**src/rtl/atd_pkg.sv**
```systemverilog
package atd_pkg;
    // ----------------------------------------
    // widths
    // ----------------------------------------
    localparam int ATD_WORD_W = 10;
    localparam int ATD_NIB_W = 4;
    localparam int ATD_E_W = 8;

    // ----------------------------------------
    // opcodes, bits D9..D0
    // ----------------------------------------
    localparam logic [ATD_WORD_W-1:0] ATD_OP_PACK_E = 10'h01a;
    localparam logic [ATD_WORD_W-1:0] ATD_OP_OUTCFG0 = 10'h228;
    localparam logic [ATD_WORD_W-1:0] ATD_OP_OUTCFG1 = 10'h229;

    // ----------------------------------------
    // field positions of register e
    // ----------------------------------------
    localparam int ATD_E_HI_LSB = 4;
    localparam int ATD_E_LO_LSB = 0;

    // ----------------------------------------
    // reset values and timing
    // ----------------------------------------
    localparam logic [ATD_E_W-1:0] ATD_E_RST = 8'h00;
    localparam logic [ATD_NIB_W-1:0] ATD_OUTCFG_RST = 4'h0;
    localparam int ATD_EXEC_CYCLES = 1;
    localparam int ATD_PROG_WORDS = 1;

    typedef enum logic [3:0] {
        ATD_SEL_NONE = 4'h1,
        ATD_SEL_PACK_E = 4'h2,
        ATD_SEL_OUTCFG0 = 4'h4,
        ATD_SEL_OUTCFG1 = 4'h8
    } atd_sel_t;
endpackage : atd_pkg

```
**src/rtl/atd_dec_if.sv**
```systemverilog
`timescale 1ns/100ps
interface atd_dec_if;
    import atd_pkg::*;
    logic [ATD_WORD_W-1:0] word;
    logic valid;
    atd_sel_t sel;

    modport dec (input word, input valid, output sel);
    modport exe (output word, output valid, input sel);
endinterface : atd_dec_if

```
**src/rtl/atd_top.sv**
```systemverilog
`timescale 1ns/100ps
module atd_top
    import atd_pkg::*;
(
    // clock and reset
    input wire logic CORE_CLK,
    input wire logic RST_N,
    // instruction from the core sequencer, one-cycle valid per instruction cycle
    input wire logic INSTR_VALID,
    input wire logic [ATD_WORD_W-1:0] INSTR_WORD,
    // source registers
    input wire logic [ATD_NIB_W-1:0] ACC_DATA,
    input wire logic [ATD_NIB_W-1:0] REG_B_DATA,
    // register e
    output logic [ATD_E_W-1:0] REG_E,
    output logic REG_E_WR,
    // output-structure control registers
    output logic [ATD_NIB_W-1:0] PORT_OUTCFG_REG0,
    output logic [ATD_NIB_W-1:0] PORT_OUTCFG_REG1,
    output logic PORT_OUTCFG_REG0_WR,
    output logic PORT_OUTCFG_REG1_WR,
    // flow control towards the core
    output logic EXEC_DONE,
    output logic CARRY_FLAG_WE,
    output logic SKIP_NEXT
);
    atd_dec_if dif ();
    logic [ATD_E_W-1:0] reg_e_r;
    logic [ATD_NIB_W-1:0] outcfg0_r;
    logic [ATD_NIB_W-1:0] outcfg1_r;
    logic e_wr_r;
    logic f0_wr_r;
    logic f1_wr_r;
    logic done_r;
    logic carry_we_r;
    logic skip_r;
    logic hit;

    assign dif.word = INSTR_WORD;
    assign dif.valid = INSTR_VALID;
    assign hit = (dif.sel != ATD_SEL_NONE);

    atd_decode u_dec (
        .dif(dif.dec)
    );

    // ----------------------------------------
    // register e
    // ----------------------------------------
    always_ff @(posedge CORE_CLK or negedge RST_N) begin
        if (!RST_N) begin
            reg_e_r <= ATD_E_RST;
        end else if (dif.sel == ATD_SEL_PACK_E) begin
            reg_e_r[ATD_E_HI_LSB +: ATD_NIB_W] <= REG_B_DATA;
            reg_e_r[ATD_E_LO_LSB +: ATD_NIB_W] <= ACC_DATA;
        end
    end

    // ----------------------------------------
    // output-structure control registers
    // ----------------------------------------
    always_ff @(posedge CORE_CLK or negedge RST_N) begin
        if (!RST_N) begin
            outcfg0_r <= ATD_OUTCFG_RST;
        end else if (dif.sel == ATD_SEL_OUTCFG0) begin
            outcfg0_r <= ACC_DATA;
        end
    end

    always_ff @(posedge CORE_CLK or negedge RST_N) begin
        if (!RST_N) begin
            outcfg1_r <= ATD_OUTCFG_RST;
        end else if (dif.sel == ATD_SEL_OUTCFG1) begin
            outcfg1_r <= ACC_DATA;
        end
    end

    // ----------------------------------------
    // strobes, registered on the executing edge together with the data
    // ----------------------------------------
    always_ff @(posedge CORE_CLK or negedge RST_N) begin
        if (!RST_N) begin
            e_wr_r <= 1'b0;
            f0_wr_r <= 1'b0;
            f1_wr_r <= 1'b0;
            done_r <= 1'b0;
        end else begin
            e_wr_r <= (dif.sel == ATD_SEL_PACK_E);
            f0_wr_r <= (dif.sel == ATD_SEL_OUTCFG0);
            f1_wr_r <= (dif.sel == ATD_SEL_OUTCFG1);
            done_r <= hit;
        end
    end

    // ----------------------------------------
    // flow control
    // ----------------------------------------
    // held low: these transfers never request a carry write or a skip,
    // so the core just advances to the next word
    always_ff @(posedge CORE_CLK or negedge RST_N) begin
        if (!RST_N) begin
            carry_we_r <= 1'b0;
            skip_r <= 1'b0;
        end else if (hit) begin
            carry_we_r <= 1'b0;
            skip_r <= 1'b0;
        end
    end

    assign REG_E = reg_e_r;
    assign REG_E_WR = e_wr_r;
    assign PORT_OUTCFG_REG0 = outcfg0_r;
    assign PORT_OUTCFG_REG1 = outcfg1_r;
    assign PORT_OUTCFG_REG0_WR = f0_wr_r;
    assign PORT_OUTCFG_REG1_WR = f1_wr_r;
    assign EXEC_DONE = done_r;
    assign CARRY_FLAG_WE = carry_we_r;
    assign SKIP_NEXT = skip_r;
endmodule : atd_top

```
**src/rtl/atd_decode.sv**
```systemverilog
`timescale 1ns/100ps
module atd_decode
    import atd_pkg::*;
(
    atd_dec_if.dec dif
);
    // ----------------------------------------
    // full ten-bit compare; no partial decode
    // ----------------------------------------
    always_comb begin
        dif.sel = ATD_SEL_NONE;
        if (dif.valid) begin
            case (dif.word)
                ATD_OP_PACK_E: dif.sel = ATD_SEL_PACK_E;
                ATD_OP_OUTCFG0: dif.sel = ATD_SEL_OUTCFG0;
                ATD_OP_OUTCFG1: dif.sel = ATD_SEL_OUTCFG1;
                default: dif.sel = ATD_SEL_NONE;
            endcase
        end
    end
endmodule : atd_decode

```
**config.mk**
```make
export PLATFORM = sky130hd
export DESIGN_NAME = atd_top
export DESIGN_NICKNAME = d
export VERILOG_FILES = /design/src/rtl/atd_pkg.sv /design/src/rtl/atd_dec_if.sv /design/src/rtl/atd_top.sv /design/src/rtl/atd_decode.sv
export SDC_FILE = /design/constraint.sdc
export NUM_CORES = 1
export LEC_CHECK = 0
export BUFFER_PORTS_ARGS = -buffer_cell sky130_fd_sc_hd__buf_2
export CAP_MARGIN = 40
export CORE_ASPECT_RATIO = 0.7
export CORE_MARGIN = 8
export CORE_UTILIZATION = 43
export DETAILED_ROUTE_END_ITERATION = 10
export PLACE_DENSITY = 0.76
export SLEW_MARGIN = 5
export SYNTH_ARGS = -nofsm -noshare
export SYNTH_HDL_FRONTEND = slang
export SYNTH_SLANG_ARGS = --single-unit
```
**constraint.sdc**
```tcl
create_clock -name CORE_CLK -period 0.8 [get_ports CORE_CLK]
set_input_delay 0.12 -clock CORE_CLK [delete_from_list [all_inputs] [get_ports CORE_CLK]]
set_output_delay 0.12 -clock CORE_CLK [all_outputs]
set_load 0.005 [all_outputs]
```
==> results.json <==
{
  "die_w_um": 69.1,
  "crit_buf_inv": 1,
  "status": "finished, violations left",
  "grt_pass1_vias": 750,
  "ir_drop_uv": 1100,
  "synth_cell_type_count": 17,
  "rsz0062_at_grt": "yes",
  "min_period_ns": 0.972,
  "core_area_um2": 1850,
  "row_count": 13,
  "antenna_found_initial": 0,
  "pwr-share-comb": 0.089,
  "overflow": 0,
  "cts.clk_slew.worst_paths_ns": 0.12,
  "clk_path_buf_depth": 2,
  "cp_slowest_cell": "dfrtp_1",
  "switchingPower_uw": 401,
  "place_inst": 120,
  "ff2ff_path_depth": 2,
  "slew_violations": 0,
  "holdPathStages": 2,
  "postSynthCellCount": 54,
  "io_pins": 43,
  "setup_slack_ns": -0.172,
  "critPathMaxStageDelay_ns": 0.41,
  "hold_class": "in -> reg",
  "wire_per_inst_um": 15.3,
  "worst-endpoint-required_ns": 0.68,
  "diodes": 0,
  "synth_area_leader_cell": "dfrtp_1",
  "finClkSkew_ns": 0,
  "wirelength_um": 1980,
  "nNetsFinal": 129,
  "via_per_inst": 4.91,
  "p_sw_frac": 0.197,
  "cp.depth": 1,
  "place_ws_ns": -0.514,
  "worst_setup_path_end_kind": "output port",
  "insertion_delay_ns": 0.31,
  "drc": 0,
  "power.internal_uw": 1630,
  "grt_usage": 0.115,
  "pwr-share-seq": 0.506,
  "gp_congestion": 0.728,
  "yosysSeqAreaShare": 0.591,
  "hold_violations": 0,
  "dpl_cell_area_um2": 1120,
  "worstPathMaxFanout": 2,
  "p_per_area_nw_per_um2": 1630,
  "cts_root_buffer": "clkbuf_4",
  "crit_type": "reg -> out",
  "area_growth_syn_to_layout_pct": 47.6,
  "die_h_um": 53.1,
  "grt_start_max_net_pins": 21,
  "setup_viol": 36,
  "cts_tree": "done",
  "grt_pass1_wl_um": 3300,
  "path_cells": "buf_2",
  "final_cells": 129,
  "violations": "negative setup slack",
  "p_leak_uw": 0.000727,
  "ant_nets": 0,
  "drive_above_1_share": 0.720,
  "clockPowerShare": 0.405,
  "critPathArrivalTime_ns": 0.85,
  "clock-sinks": 20,
  "timing.hold.ws_ns": 0.0272,
  "drv_cap": 0,
  "post-route-period-util": 1.21,
  "finalSetupTns_ns": -4.48,
  "synth_top_area_frac": 0.591,
  "drtIter0Drc": 17,
  "vias": 634,
  "synth.avg_cell_area_um2": 15.7,
  "dieArea_um2": 3670,
  "syn-cell-area_um2": 847,
  "finalInstanceArea_um2": 1250,
  "yosys_warnings": 0,
  "fmax_mhz": 1030,
  "crit_family": "flip-flops",
  "htreeDepth": 1,
  "io_buffers": 40,
  "ys_seq_elements": 20,
  "synth_area_leaders": "dfrtp_1 (59%), mux2_2 (21%), and4bb_2 (4.4%)",
  "cp-start-kind": "register",
  "cts-buffers-inserted": 3,
  "firstDrtPassIters": 4,
  "initial_core_util": 0.457
}
-- flip-flops by register name, indices dropped and copies added, names as in the netlist --
signal and cells:
REG_E 8, REG_E_WR 1, EXEC_DONE 1, PORT_OUTCFG_REG1_WR 1, PORT_OUTCFG_REG1 4, PORT_OUTCFG_REG0 4
PORT_OUTCFG_REG0_WR 1
-- final timing paths --
path / startpoint / endpoint / slack, ns
max: PORT_OUTCFG_REG0[1] / PORT_OUTCFG_REG0[1] / -0.17
min: REG_B_DATA[1] / REG_E[5] / 0.03
max reg2reg: PORT_OUTCFG_REG0[1] / PORT_OUTCFG_REG0[1] / -0.09
min reg2reg: REG_E[7] / REG_E[7] / 0.51
max in group asynchronous: RST_N / PORT_OUTCFG_REG1[3] / 0.23
min in group asynchronous: RST_N / REG_E_WR / 0.26
-- layer usage --
| layer | vias to the layer above | GRT usage | part of all wire |
|---|---|---|---|
| met5 | - | 0 | 0 |
| met4 | 0 | 0.0542 | 0.020 |
| met3 | 5 | 0.0709 | 0.096 |
| met2 | 23 | 0.205 | 0.50 |
| met1 | 306 | 0.106 | 0.38 |
| li1 | 300 | - | - |
-- cell type report --
class	instances	area (um2)
clock buffer	3	22.5
clock inverter	1	30.0
fill	145	604
inverter	1	3.75
multi-input combinational	32	355
sequential	20	500
tap	22	27.5
timing repair buffer	50	310
-- layout by cell type, fill, tap and decap left out --
| cell | n |
|---|---|
| nand4_4 | 1 |
| dfrtp_1 | 20 |
| inv_2 | 1 |
| nand4b_1 | 1 |
| nor2_4 | 1 |
| nand4b_4 | 1 |
| nor2_1 | 1 |
| dlygate4sd3_1 | 1 |
| and4bb_2 | 3 |
| nor3_1 | 1 |
| a21oi_1 | 1 |
| nand4bb_1 | 1 |
| mux2_4 | 4 |
| conb_1 | 2 |
| buf_4 | 7 |
| bufinv_16 | 1 |
| buf_2 | 36 |
| nor3b_1 | 1 |
| mux2_2 | 12 |
| buf_6 | 6 |
| and4b_4 | 1 |
| nand2_1 | 1 |
| clkbuf_4 | 3 |
-- what timing repair did --
| action | in CTS | in global routing |
|---|---|---|
| endpoints found under the hold margin | 20 | 0 |
| hold buffers | 1 | 0 |
| gates resized for setup | 5 | 3 |
| pin swaps | 3 | 4 |
| buffers inserted | 5 | 0 |
| setup endpoints to repair | 36 | 37 |
-- power by group through the flow --
stage                     registers, uW  logic (uW)  clock network, uW
final                              1030         181                824
after detailed placement           1050         158                  0
after floorplan                    1050        48.6                  0
after CTS                          1030         182                853
after global placement             1050         152                  0
after global routing               1030         199                893
-- metrics by stage --
stage | total power [uW] | utilization
2_1_floorplan | 1100 | -
3_3_place_gp | 1200 | 0.602
3_5_place_dp | 1210 | 0.602
4_1_cts | 2060 | 0.674
5_1_grt | 2120 | 0.674
6_report | 2030 | 0.674
-- Yosys cell counts --
cell type,count
buf_4,2
conb_1,1
nand4_2,1
nor3b_1,1
inv_1,1
nand4bb_1,1
nor3_1,1
nor2_1,1
nand4b_1,1
nor2_4,1
a21oi_1,1
and4b_4,1
mux2_2,16
and4bb_2,3
dfrtp_1,20
nand2_1,1
nand4b_4,1
-- worst reg2reg max path: cells and delay by family (launching register included) --
family / cells / cell delay [ns]
mux: 1 / 0.26
buf+inv: 1 / 0.13
flops: 1 / 0.41
-- cell families (layout without fill, tap and decap cells) --
kind of cell,after synthesis,in the layout,share of synthesized area
simple gates,13,13,0.164
other cells,1,2,0.00443
flops,20,20,0.591
buf+inv,3,55,0.0221
compound gates,1,1,0.00590
mux,16,16,0.213
No activity file was read; power rests on OpenSTA's default activity.
